**src/design/mfpc_defs.vh**
```
// Purpose: Register offsets, field positions and reset values for the multi-function pin block
// Assumes: 8-bit register port with 8-bit addresses
// Notes: Definitions only
`ifndef MFPC_DEFS_VH
`define MFPC_DEFS_VH

// Register offsets
`define MFPC_ADDR_MULTI_CFG   8'h21
`define MFPC_ADDR_OUT_CFG     8'h22
`define MFPC_ADDR_LEVELS      8'h29
`define MFPC_ADDR_MONITOR     8'h2A

// Reset values
`define MFPC_RST_MULTI_CFG    8'h22
`define MFPC_RST_OUT_CFG      8'h00
`define MFPC_RST_LEVELS       8'h00

// Field positions
`define MFPC_FUNC_HI          7
`define MFPC_FUNC_LO          4
`define MFPC_DRV_HI           2
`define MFPC_DRV_LO           0
`define MFPC_BIDIR_LEVEL_BIT  7
`define MFPC_OUT_LEVEL_BIT    6
`define MFPC_MON_BIT          7

// Function codes
`define MFPC_FN_DISABLED      4'h0
`define MFPC_FN_PLAIN_OUT     4'h1
`define MFPC_FN_IRQ_OUT       4'h2
`define MFPC_FN_PDM_CLK_OUT   4'h4
`define MFPC_FN_ADC_PWRDN     4'h7
`define MFPC_FN_BIAS_SWITCH   4'h8
`define MFPC_FN_PLAIN_IN      4'h9
`define MFPC_FN_MCLK_IN       4'hA
`define MFPC_FN_SERIAL_IN     4'hB
`define MFPC_FN_PDM_DATA_A    4'hC
`define MFPC_FN_PDM_DATA_B    4'hD

// Driver codes
`define MFPC_DRV_HIZ          3'h0
`define MFPC_DRV_PUSH_PULL    3'h1
`define MFPC_DRV_LOW_WEAKHI   3'h2
`define MFPC_DRV_LOW_ONLY     3'h3
`define MFPC_DRV_WEAKLO_HIGH  3'h4
`define MFPC_DRV_HIGH_ONLY    3'h5

`endif

```
**src/design/mfpc_top.v**
```verilog
// Purpose: Function, driver and level logic for a bidirectional and an output-only general pin
// Assumes: Simple 8-bit register port: address, write strobe, write data, read data
// Notes: Interrupt and pulse density clock are produced elsewhere and routed in here
`timescale 1ns/1ps
`include "mfpc_defs.vh"

module mfpc_top (
	// Clock and reset
	input  wire       mclk_in,
	input  wire       rst_in,
	// Register port
	input  wire [7:0] reg_addr_in,
	input  wire       reg_wr_in,
	input  wire [7:0] reg_wdata_in,
	output reg  [7:0] reg_rdata_out,
	// Internal sources for output roles
	input  wire       irq_event_in,
	input  wire       interrupt_polarity_in,
	input  wire       pulse_density_clock_in,
	// Bidirectional pin pad
	input  wire       bidir_pin_in,
	output wire       bidir_pin_out,
	output wire       bidir_pin_oe_out,
	output wire       bidir_pin_weak_oe_out,
	// Output-only pin pad
	output wire       out_only_pin_out,
	output wire       out_only_pin_oe_out,
	output wire       out_only_pin_weak_oe_out,
	// Input role results
	output reg        adc_powerdown_out,
	output reg        mic_bias_switch_in_out,
	output reg        master_clock_out,
	output reg        serial_audio_in_out,
	output reg        pulse_density_data_a_out,
	output reg        pulse_density_data_b_out
);

	// Configuration registers
	reg  [7:0] multi_pin_config_q;
	reg  [7:0] out_pin_config_q;
	reg  [7:0] pin_output_levels_q;
	reg        bidir_pin_in_level_q;

	wire       bidir_sync;

	wire [3:0] bidir_pin_function_sel = multi_pin_config_q[`MFPC_FUNC_HI:`MFPC_FUNC_LO];
	wire [2:0] bidir_pin_drive_sel    = multi_pin_config_q[`MFPC_DRV_HI:`MFPC_DRV_LO];
	wire [3:0] out_pin_function_sel   = out_pin_config_q[`MFPC_FUNC_HI:`MFPC_FUNC_LO];
	wire [2:0] out_pin_drive_sel      = out_pin_config_q[`MFPC_DRV_HI:`MFPC_DRV_LO];
	wire       bidir_pin_out_level    = pin_output_levels_q[`MFPC_BIDIR_LEVEL_BIT];
	wire       out_pin_out_level      = pin_output_levels_q[`MFPC_OUT_LEVEL_BIT];

	// Interrupt level in the selected polarity
	wire       irq_level = interrupt_polarity_in ? irq_event_in : ~irq_event_in;

	// Keep only writable bits so reserved positions stay zero regardless of software
	function [7:0] mfpc_cfg_mask;
		input [7:0] wdata;
		begin
			mfpc_cfg_mask = {wdata[7:4], 1'b0, wdata[2:0]};
		end
	endfunction

	// Whether a function code is an output role the pad must drive
	function mfpc_is_out_role;
		input [3:0] fn;
		begin
			mfpc_is_out_role = (fn == `MFPC_FN_PLAIN_OUT) || (fn == `MFPC_FN_IRQ_OUT) ||
			                   (fn == `MFPC_FN_PDM_CLK_OUT);
		end
	endfunction

	// Level to present for an output role
	function mfpc_out_level;
		input [3:0] fn;
		input       plain_level;
		input       irq_lvl;
		input       pdm_clk;
		begin
			case (fn)
			`MFPC_FN_PLAIN_OUT:   mfpc_out_level = plain_level;
			`MFPC_FN_IRQ_OUT:     mfpc_out_level = irq_lvl;
			`MFPC_FN_PDM_CLK_OUT: mfpc_out_level = pdm_clk;
			default:              mfpc_out_level = 1'b0;
			endcase
		end
	endfunction

	// Register writes; function field written as given, reserved bit forced to zero
	always @(posedge mclk_in or posedge rst_in) begin
		if (rst_in) begin
			multi_pin_config_q  <= `MFPC_RST_MULTI_CFG;
			out_pin_config_q    <= `MFPC_RST_OUT_CFG;
			pin_output_levels_q <= `MFPC_RST_LEVELS;
		end else if (reg_wr_in) begin
			case (reg_addr_in)
			`MFPC_ADDR_MULTI_CFG: begin
				multi_pin_config_q <= mfpc_cfg_mask(reg_wdata_in);
			end
			`MFPC_ADDR_OUT_CFG: begin
				out_pin_config_q <= mfpc_cfg_mask(reg_wdata_in);
			end
			`MFPC_ADDR_LEVELS: begin
				pin_output_levels_q <= {reg_wdata_in[7:6], 6'h00};
			end
			default: begin
				pin_output_levels_q <= pin_output_levels_q; // Unmapped and read-only: ignored
			end
			endcase
		end
	end

	// Synchronise the pad level before any role looks at it
	mfpc_sync3 u_bidir_sync (
		.mclk_in   (mclk_in),
		.rst_in    (rst_in),
		.async_in  (bidir_pin_in),
		.level_out (bidir_sync)
	);

	// Route the synchronised level to the input role selected; disabled uses nothing
	always @(posedge mclk_in or posedge rst_in) begin
		if (rst_in) begin
			adc_powerdown_out        <= 1'b0;
			mic_bias_switch_in_out   <= 1'b0;
			master_clock_out         <= 1'b0;
			serial_audio_in_out      <= 1'b0;
			pulse_density_data_a_out <= 1'b0;
			pulse_density_data_b_out <= 1'b0;
			bidir_pin_in_level_q     <= 1'b0;
		end else begin
			adc_powerdown_out        <= (bidir_pin_function_sel == `MFPC_FN_ADC_PWRDN)  & bidir_sync;
			mic_bias_switch_in_out   <= (bidir_pin_function_sel == `MFPC_FN_BIAS_SWITCH) & bidir_sync;
			master_clock_out         <= (bidir_pin_function_sel == `MFPC_FN_MCLK_IN)    & bidir_sync;
			serial_audio_in_out      <= (bidir_pin_function_sel == `MFPC_FN_SERIAL_IN)  & bidir_sync;
			pulse_density_data_a_out <= (bidir_pin_function_sel == `MFPC_FN_PDM_DATA_A) & bidir_sync;
			pulse_density_data_b_out <= (bidir_pin_function_sel == `MFPC_FN_PDM_DATA_B) & bidir_sync;
			// Monitor holds its last value when the pin leaves the plain input role
			if (bidir_pin_function_sel == `MFPC_FN_PLAIN_IN)
				bidir_pin_in_level_q <= bidir_sync;
		end
	end

	// Register read mux; unmapped offsets read zero
	always @* begin
		case (reg_addr_in)
		`MFPC_ADDR_MULTI_CFG: reg_rdata_out = multi_pin_config_q;
		`MFPC_ADDR_OUT_CFG:   reg_rdata_out = out_pin_config_q;
		`MFPC_ADDR_LEVELS:    reg_rdata_out = pin_output_levels_q;
		`MFPC_ADDR_MONITOR:   reg_rdata_out = {bidir_pin_in_level_q, 7'h00};
		default:              reg_rdata_out = 8'h00;
		endcase
	end

	// Bidirectional pad: only output roles drive; disabled and input roles release it
	mfpc_pin_driver u_bidir_drv (
		.active_in       (mfpc_is_out_role(bidir_pin_function_sel)),
		.drive_sel_in    (bidir_pin_drive_sel),
		.level_in        (mfpc_out_level(bidir_pin_function_sel, bidir_pin_out_level,
		                                 irq_level, pulse_density_clock_in)),
		.pin_out         (bidir_pin_out),
		.pin_oe_out      (bidir_pin_oe_out),
		.pin_weak_oe_out (bidir_pin_weak_oe_out)
	);

	// Output-only pad; its reserved driver styles fall to undriven in the driver
	mfpc_pin_driver u_out_drv (
		.active_in       (mfpc_is_out_role(out_pin_function_sel)),
		.drive_sel_in    ((out_pin_drive_sel == `MFPC_DRV_LOW_WEAKHI ||
		                   out_pin_drive_sel == `MFPC_DRV_WEAKLO_HIGH) ? `MFPC_DRV_HIZ : out_pin_drive_sel),
		.level_in        (mfpc_out_level(out_pin_function_sel, out_pin_out_level,
		                                 irq_level, pulse_density_clock_in)),
		.pin_out         (out_only_pin_out),
		.pin_oe_out      (out_only_pin_oe_out),
		.pin_weak_oe_out (out_only_pin_weak_oe_out)
	);

endmodule // mfpc_top

```
**src/design/mfpc_pin_driver.v**
```verilog
// Purpose: Turn a wanted level and a driver style into strong and weak enables for one pin
// Assumes: Pad combines strong and weak drive; strong wins
// Notes: Reserved driver codes leave the pin undriven
`timescale 1ns/1ps
`include "mfpc_defs.vh"

module mfpc_pin_driver (
	// Control
	input  wire       active_in,
	input  wire [2:0] drive_sel_in,
	input  wire       level_in,
	// Pad controls
	output reg        pin_out,
	output reg        pin_oe_out,
	output reg        pin_weak_oe_out
);

	// Strong drive on the level the style allows; weak keeper on the other only in the two weak styles
	always @* begin
		pin_out         = level_in;
		pin_oe_out      = 1'b0;
		pin_weak_oe_out = 1'b0;
		if (active_in) begin
			case (drive_sel_in)
			`MFPC_DRV_PUSH_PULL: begin
				pin_oe_out = 1'b1;
			end
			`MFPC_DRV_LOW_WEAKHI: begin
				pin_oe_out      = ~level_in;
				pin_weak_oe_out = level_in;
			end
			`MFPC_DRV_LOW_ONLY: begin
				pin_oe_out = ~level_in;
			end
			`MFPC_DRV_WEAKLO_HIGH: begin
				pin_oe_out      = level_in;
				pin_weak_oe_out = ~level_in;
			end
			`MFPC_DRV_HIGH_ONLY: begin
				pin_oe_out = level_in;
			end
			default: begin
				pin_oe_out = 1'b0; // Hi-Z and reserved codes
			end
			endcase
		end
	end

endmodule // mfpc_pin_driver

```
**src/design/mfpc_sync3.v**
```verilog
// Purpose: Three-flop synchroniser with agreement filter for one pin input
// Assumes: Input is asynchronous to mclk_in
// Notes: Output changes only once stages two and three agree
`timescale 1ns/1ps

module mfpc_sync3 (
	// Clock and reset
	input  wire mclk_in,
	input  wire rst_in,
	// Data
	input  wire async_in,
	output reg  level_out
);

	reg s1_q;
	reg s2_q;
	reg s3_q;

	// First stage feeds only the second to keep metastability contained
	always @(posedge mclk_in or posedge rst_in) begin
		if (rst_in) begin
			s1_q      <= 1'b0;
			s2_q      <= 1'b0;
			s3_q      <= 1'b0;
			level_out <= 1'b0;
		end else begin
			s1_q <= async_in;
			s2_q <= s1_q;
			s3_q <= s2_q;
			if (s2_q == s3_q)
				level_out <= s3_q;
		end
	end

endmodule // mfpc_sync3

```
**config.mk**
```make
export PLATFORM = sky130hd
export DESIGN_NAME = mfpc_top
export DESIGN_NICKNAME = d
export VERILOG_FILES = /design/src/design/mfpc_top.v /design/src/design/mfpc_pin_driver.v /design/src/design/mfpc_sync3.v
export VERILOG_INCLUDE_DIRS = /design/src /design/src/design
export SDC_FILE = /design/constraint.sdc
export NUM_CORES = 1
export LEC_CHECK = 0
export ABC_AREA = 1
export BUFFER_PORTS_ARGS = -buffer_cell sky130_fd_sc_hd__buf_2
export CAP_MARGIN = 0
export CELL_PAD_IN_SITES_DETAIL_PLACEMENT = 0
export CELL_PAD_IN_SITES_GLOBAL_PLACEMENT = 2
export CORE_MARGIN = 10
export CORE_UTILIZATION = 32
export DETAILED_ROUTE_END_ITERATION = 6
export PLACE_DENSITY = 0.83
export SYNTH_ARGS = -nofsm -noshare
export SYNTH_HDL_FRONTEND = slang
export SYNTH_HIERARCHICAL = 1
export SYNTH_SLANG_ARGS = --single-unit
```
**constraint.sdc**
```tcl
create_clock -name mclk_in -period 2.2 [get_ports mclk_in]
set_input_delay 0.22 -clock mclk_in [delete_from_list [all_inputs] [get_ports mclk_in]]
set_output_delay 0.22 -clock mclk_in [all_outputs]
set_load 0.005 [all_outputs]
```
* Yosys cells after proc, flatten, opt, wreduce, memory -nomap -nowiden
Index checks and enable logic that the tools add are counted.
Cells by class: equality and inequality tests 30, mux-type cells 13, bitwise gates (word level) 9, reductions and logical operators 12
Operators by type and width (count):
- 8-bit by 6-bit == test with 1-bit output (second input constant) | 4
- 8-bit one-hot mux with 4 select lines | 1
- 4-bit == test (second input constant) | 6
- 3-bit by 2-bit == test with 1-bit output (second input constant) | 5
- 3-bit == test (second input constant) | 5
- 4-bit by 3-bit == test with 1-bit output (second input constant) | 3
- 1-bit one-hot mux with 3 select lines | 4
- 4-bit by 1-bit == test with 1-bit output (second input constant) | 2
- 4-bit by 2-bit == test with 1-bit output (second input constant) | 2
- 2-bit OR reduction | 4
- 1-bit bitwise AND | 6
- 3-bit by 1-bit == test with 1-bit output (second input constant) | 2
- 2-bit AND reduction | 3
- 1-bit logical OR | 5
- 1-bit two-way mux | 5
- 1-bit one-hot mux with 2 select lines | 2
- 3-bit two-way mux | 1
- 1-bit inverter | 3
- 1-bit == test | 1
Storage, ports and cells: bits in registers 27, bits of input ports 23, output and inout port bits 20, word-level logic and storage cells 78

* Depth between registers and ports, before layout
word-level depth 7, gate-level depth with buffers 9

* Cells and area by module
Netlist, hierarchy kept.
By module, submodules not included:
- mfpc_top | instances 1, cells an instance 160, area each 1338.8 um^2
- mfpc_pin_driver | instances 2, cells an instance 20, area each 113.9 um^2
- mfpc_sync3 | instances 1, cells an instance 9, area each 120.1 um^2

* Least setup slack after synthesis
OpenSTA, ideal clock, no wires.
kind register to output, start reg multi_pin_config_q[5], end out bidir_pin_oe_out, arrival 1.230 ns, required time 1.980 ns, slack 0.750 ns, cell stages (with the launch flop) 9, buffers on the path 0, cells stage by stage dfstp_2 -> inv_1 -> nand2_1 -> inv_1 -> nand4_1 -> nand3_1 -> nand2_1 -> nand3_2 -> a21oi_2
On the way: longest elaborated chain between the ends 5, elaborated cells between the ends (all ways) 9, those cells by class eq/ne (3); mux (3); bitwise (1); reduce/logical (2)
Ends and longest elaborated chain:
- start, declared | RTL line mfpc_top.v:39 | reg [7:0] multi_pin_config_q;
- start signal, assigned | RTL line mfpc_top.v:92 | multi_pin_config_q <= `MFPC_RST_MULTI_CFG;
- start signal, assigned | RTL line mfpc_top.v:98 | multi_pin_config_q <= mfpc_cfg_mask(reg_wdata_in);
- 4-bit by 3-bit == test with 1-bit output, or another cell as far along | RTL line mfpc_top.v:80 | case (fn)
- 1-bit one-hot mux with 3 select lines | RTL line mfpc_top.v:80
- 1-bit inverter | RTL line mfpc_pin_driver.v:29, mfpc_pin_driver.v:33
- 1-bit one-hot mux with 3 select lines | RTL line mfpc_pin_driver.v:24 | case (drive_sel_in)
- 1-bit two-way mux * | RTL line mfpc_pin_driver.v:23 | if (active_in) begin
- end, declared | RTL line mfpc_top.v:23 | output wire bidir_pin_oe_out,
Mark *: on every way between the ends. The rest lies on a longest branch, timed or not.

* Final worst setup path
Same ends and word-level chain as after synthesis.

==> key figures <==
Global routing
  – Met2 track utilization from global routing: 14.47%
  – Met3 track demand over resource in global routing: 2.098%
  – Antenna violations before repair: 0
  – All-layer global routing usage: 9.281%
  – First-pass GRT wire length: 6555 um
  – Top Usage Layer GRT: met2
  – Total overflow reported by the global router: 0
  – Pin count of the biggest net entering global routing: 24
  – Vias in the first global route: 1378
  – M1 GR Usage: 12.06%

Floorplanning
  – Chip width: 92.60 um
  – Placeable core region: 5107 um2
  – I/O pins: 43
  – Overall die area: 8575 um2
  – Starting Density: 33.02%
  – Die Span Y: 92.60 um
  – Row count: 26

Worst setup path
  – Worst Path Class, Setup: flop to output pin
  – Crit path DAT: 1.75 ns
  – Worst Path Required: 1.98 ns
  – Critical path fanouts, max: 5
  – Kind of start point of the critical path: flop
  – RR Startpoint: multi_pin_config_q[5]
  – Critical Path End Type: output pin
  – Minimum setup slack among reg-to-reg paths: 1.12 ns
  – Reg-to-Reg End: bidir_pin_in_level_q
  – Number of cells traversed by the worst register-to-register path: 5

STA
  – Final-report setup violation count: 0
  – Worst-case clock skew: 0.007036 ns
  – Crit share post-route: 89.58%
  – Final max-slew violation count: 0
  – Fmax achieved: 507.4 MHz
  – Max transition margin: 43.05%
  – Setup repair after global routing missed its margin: false
  – Total count of hold-check failures in the final report: 0
  – Transition time at the pin with the least slew margin: 0.8533 ns
  – Post-Route Setup TNS: 0 ns
  – Hold Worst Slack: 0.04198 ns
  – Final min period: 1.971 ns

Drt
  – First DRT Iteration DRCs: 73
  – Mean routed wirelength per cell: 12.23 um
  – Routed via count divided by cell count: 4.385
  – Post-detailed-route count of antenna-violating nets: 0
  – # DRC: 0
  – DRT Wirelength: 3876 um
  – Vias: 1390
  – Detailed Routing Iterations Pass 1: 4

Synthesis
  – Main combinational cell family by area after synthesis: simple AND/OR/NAND/NOR gates
  – Synthesis Warnings: 6
  – Mean instance size in the synthesized netlist: 8.070 um2
  – Post-synthesis sequential area ratio: 40.21%
  – Unique masters post-synth: 30
  – Area of the mapped netlist: 1687 um2
  – Share of synthesized cell area in and, or, nand and nor gates: 29.45%
  – Number of synthesized register bits: 27
  – Net count after synthesis: 236
  – Post-synthesis adder-cell area fraction: 2.967%
  – Mux contribution to synthesized area: 0%
  – Number of cells produced by synthesis: 209
  – Area share of xor/xnor cells in the synthesized design: 0.5193%
  – Area fraction in compound gates after synthesis: 13.28%

Power and ir drop
  – Power spent charging and discharging nets: 0.2671 mW
  – Static Leak: 1.004 nW
  – Proportion of power drawn by the clock network: 29.2%
  – Power density cells: 487.5 nW/um2
  – Peak supply drop: 0.2066 mV
  – Internal Pwr Total: 0.6960 mW
  – Switching part of the total power: 27.74%
  – Seq pwr share: 56.0%
  – Combinational Power Share: 14.8%

Min path
  – Hold depth: 1
  – Min-delay worst type: primary input to flop
  – WHS Endpoint: u_bidir_sync/s1_q
  – Worst hold path startpoint: bidir_pin_in

Clock tree
  – Htree depth: 1
  – Clock sink count: 27
  – Number of buffers created by CTS: 3
  – Clk slew on worst S/H paths: 0.09 ns
  – Clock insertion delay at the later pin of the skew report: 0.28 ns
  – Count of buffers added by post-CTS timing repair for setup: 0
  – CTS root buffer: sky130_fd_sc_hd__clkbuf_8
  – CTS tree: built
  – Buffer depth of the longest clock path: 2

Final layout
  – Final instance area: 1976 um2
  – Nets@finish: 275
  – Largest registers in the final layout: multi_pin_config_q x7, out_pin_config_q x7, pin_output_levels_q x2
  – Fraction of final layout cells with drive strength greater than 1: 34.82%
  – Area growth, synth to finish: 17.14%
  – # diodes: 0

Job
  – Max-cap violations: 0

Outcome
  – Result of the run: complete, no violations

Placed design
  – Area after DPL: 1914 um2
  – Sum of net half-perimeters after detailed placement: 3205 um
  – Final weighted congestion of routability-driven global placement: 0.7566
  – Number of buffer cells added on primary ports: 40
placed cells by master (no fill, tap or decap), types with 4 or more instances in the layout:
cell type,count
sky130_fd_sc_hd__a21oi_1,5
sky130_fd_sc_hd__buf_2,40
sky130_fd_sc_hd__clkinv_1,8
sky130_fd_sc_hd__dfrtp_1,25
sky130_fd_sc_hd__ha_1,4
sky130_fd_sc_hd__inv_1,28
sky130_fd_sc_hd__inv_2,8
sky130_fd_sc_hd__nand2_1,33
sky130_fd_sc_hd__nand2_2,8
sky130_fd_sc_hd__nand3_1,22
sky130_fd_sc_hd__nand4_1,5
sky130_fd_sc_hd__nor2_1,14
sky130_fd_sc_hd__o21ai_0,5
sky130_fd_sc_hd__o21ai_2,14
metrics by stage:
stage          power (mW)  cells  utilization, %  setup slack [ns]
3_3_place_gp       0.6910    312           37.48            0.4715
3_5_place_dp       0.6921    312           37.48            0.4463
4_1_cts            0.9745    317           38.58            0.1310
5_1_grt             1.023    317           38.68           0.02510
6_report           0.9632    317           38.68            0.2292
2_1_floorplan      0.6471    209               -            0.7497
critical path: stages, from the launching register on:
cell	delay (ns)
sky130_fd_sc_hd__dfstp_2	0.58
sky130_fd_sc_hd__inv_1	0.09
sky130_fd_sc_hd__nand2_1	0.08
sky130_fd_sc_hd__inv_1	0.07
sky130_fd_sc_hd__nand4_1	0.10
sky130_fd_sc_hd__nand3_2	0.14
sky130_fd_sc_hd__nand2_1	0.11
sky130_fd_sc_hd__nand3_2	0.07
sky130_fd_sc_hd__a21oi_2	0.10
sky130_fd_sc_hd__buf_2	0.12
area by class of cell:
| type | count | area, um2 |
|---|---|---|
| fill | 576 | 3132 |
| multi-input combinational | 131 | 788.3 |
| sequential | 27 | 678.2 |
| timing repair buffer | 41 | 210.2 |
| inverter | 44 | 165.2 |
| tap | 70 | 87.58 |
| clock buffer | 3 | 41.29 |
| clock inverter | 1 | 5.005 |
synthesized netlist by cell type (all sizes together):
library cell / n / area share [%]
nand2: 41 / 10
inv: 36 / 8.0
nand3: 27 / 10
dfrtp: 25 / 37
o21ai: 22 / 9.6
nor2: 17 / 6.2
clkinv: 8 / 1.8
a21oi: 7 / 2.5
buf: 6 / 3.3
nand4: 5 / 1.9
ha: 4 / 3.0
dfstp: 2 / 3.1
o22ai: 2 / 0.74
a31oi: 1 / 0.37
clkbuf: 1 / 0.22
conb: 1 / 0.22
nand2b: 1 / 0.37
nor3: 1 / 0.30
nor4: 1 / 0.37
xnor2: 1 / 0.52
power by group through the flow:
stage	logic [mW]	registers, mW	clock network [mW]
final	0.143	0.539	0.281
after global routing	0.166	0.542	0.315
after CTS	0.146	0.539	0.290
after detailed placement	0.144	0.548	0
after global placement	0.143	0.548	0
after floorplan	0.106	0.541	0
kinds of logic (layout without fill, tap and decap cells):
kind of cell / count (synthesis) / after routing
AND/OR/NAND/NOR: 93 / 93
XOR/XNOR: 1 / 1
AO/OA/AOI/OAI: 32 / 32
buffers and inverters: 51 / 89
flip-flops: 27 / 27
adder cells (fa/ha/maj): 4 / 4
other: 1 / 1
worst max path at each step:
stage,startpoint,to,slack (ns),cells past startpoint
4_1_cts,multi_pin_config_q[5],bidir_pin_oe_out,0.13,9
5_1_grt,multi_pin_config_q[7],bidir_pin_weak_oe_out,0.03,10
2_1_floorplan,multi_pin_config_q[5],bidir_pin_oe_out,0.75,8
6_report,multi_pin_config_q[5],bidir_pin_oe_out,0.23,9
3_5_place_dp,multi_pin_config_q[5],bidir_pin_oe_out,0.45,9
3_3_place_gp,multi_pin_config_q[5],bidir_pin_oe_out,0.47,9
metal layers:
layer	routed length (um)	part of all wire, %
met4	65	1.7
met3	177	4.6
met2	1713	44
met1	1919	50
met5	0	0
repair_timing:
action                     in CTS  in global routing
hold buffers                    1                  0
hold endpoints to repair        4                  0
setup endpoints to repair       0                  2
resized for setup               0                  1
No activity file was read; power rests on OpenSTA's default activity.
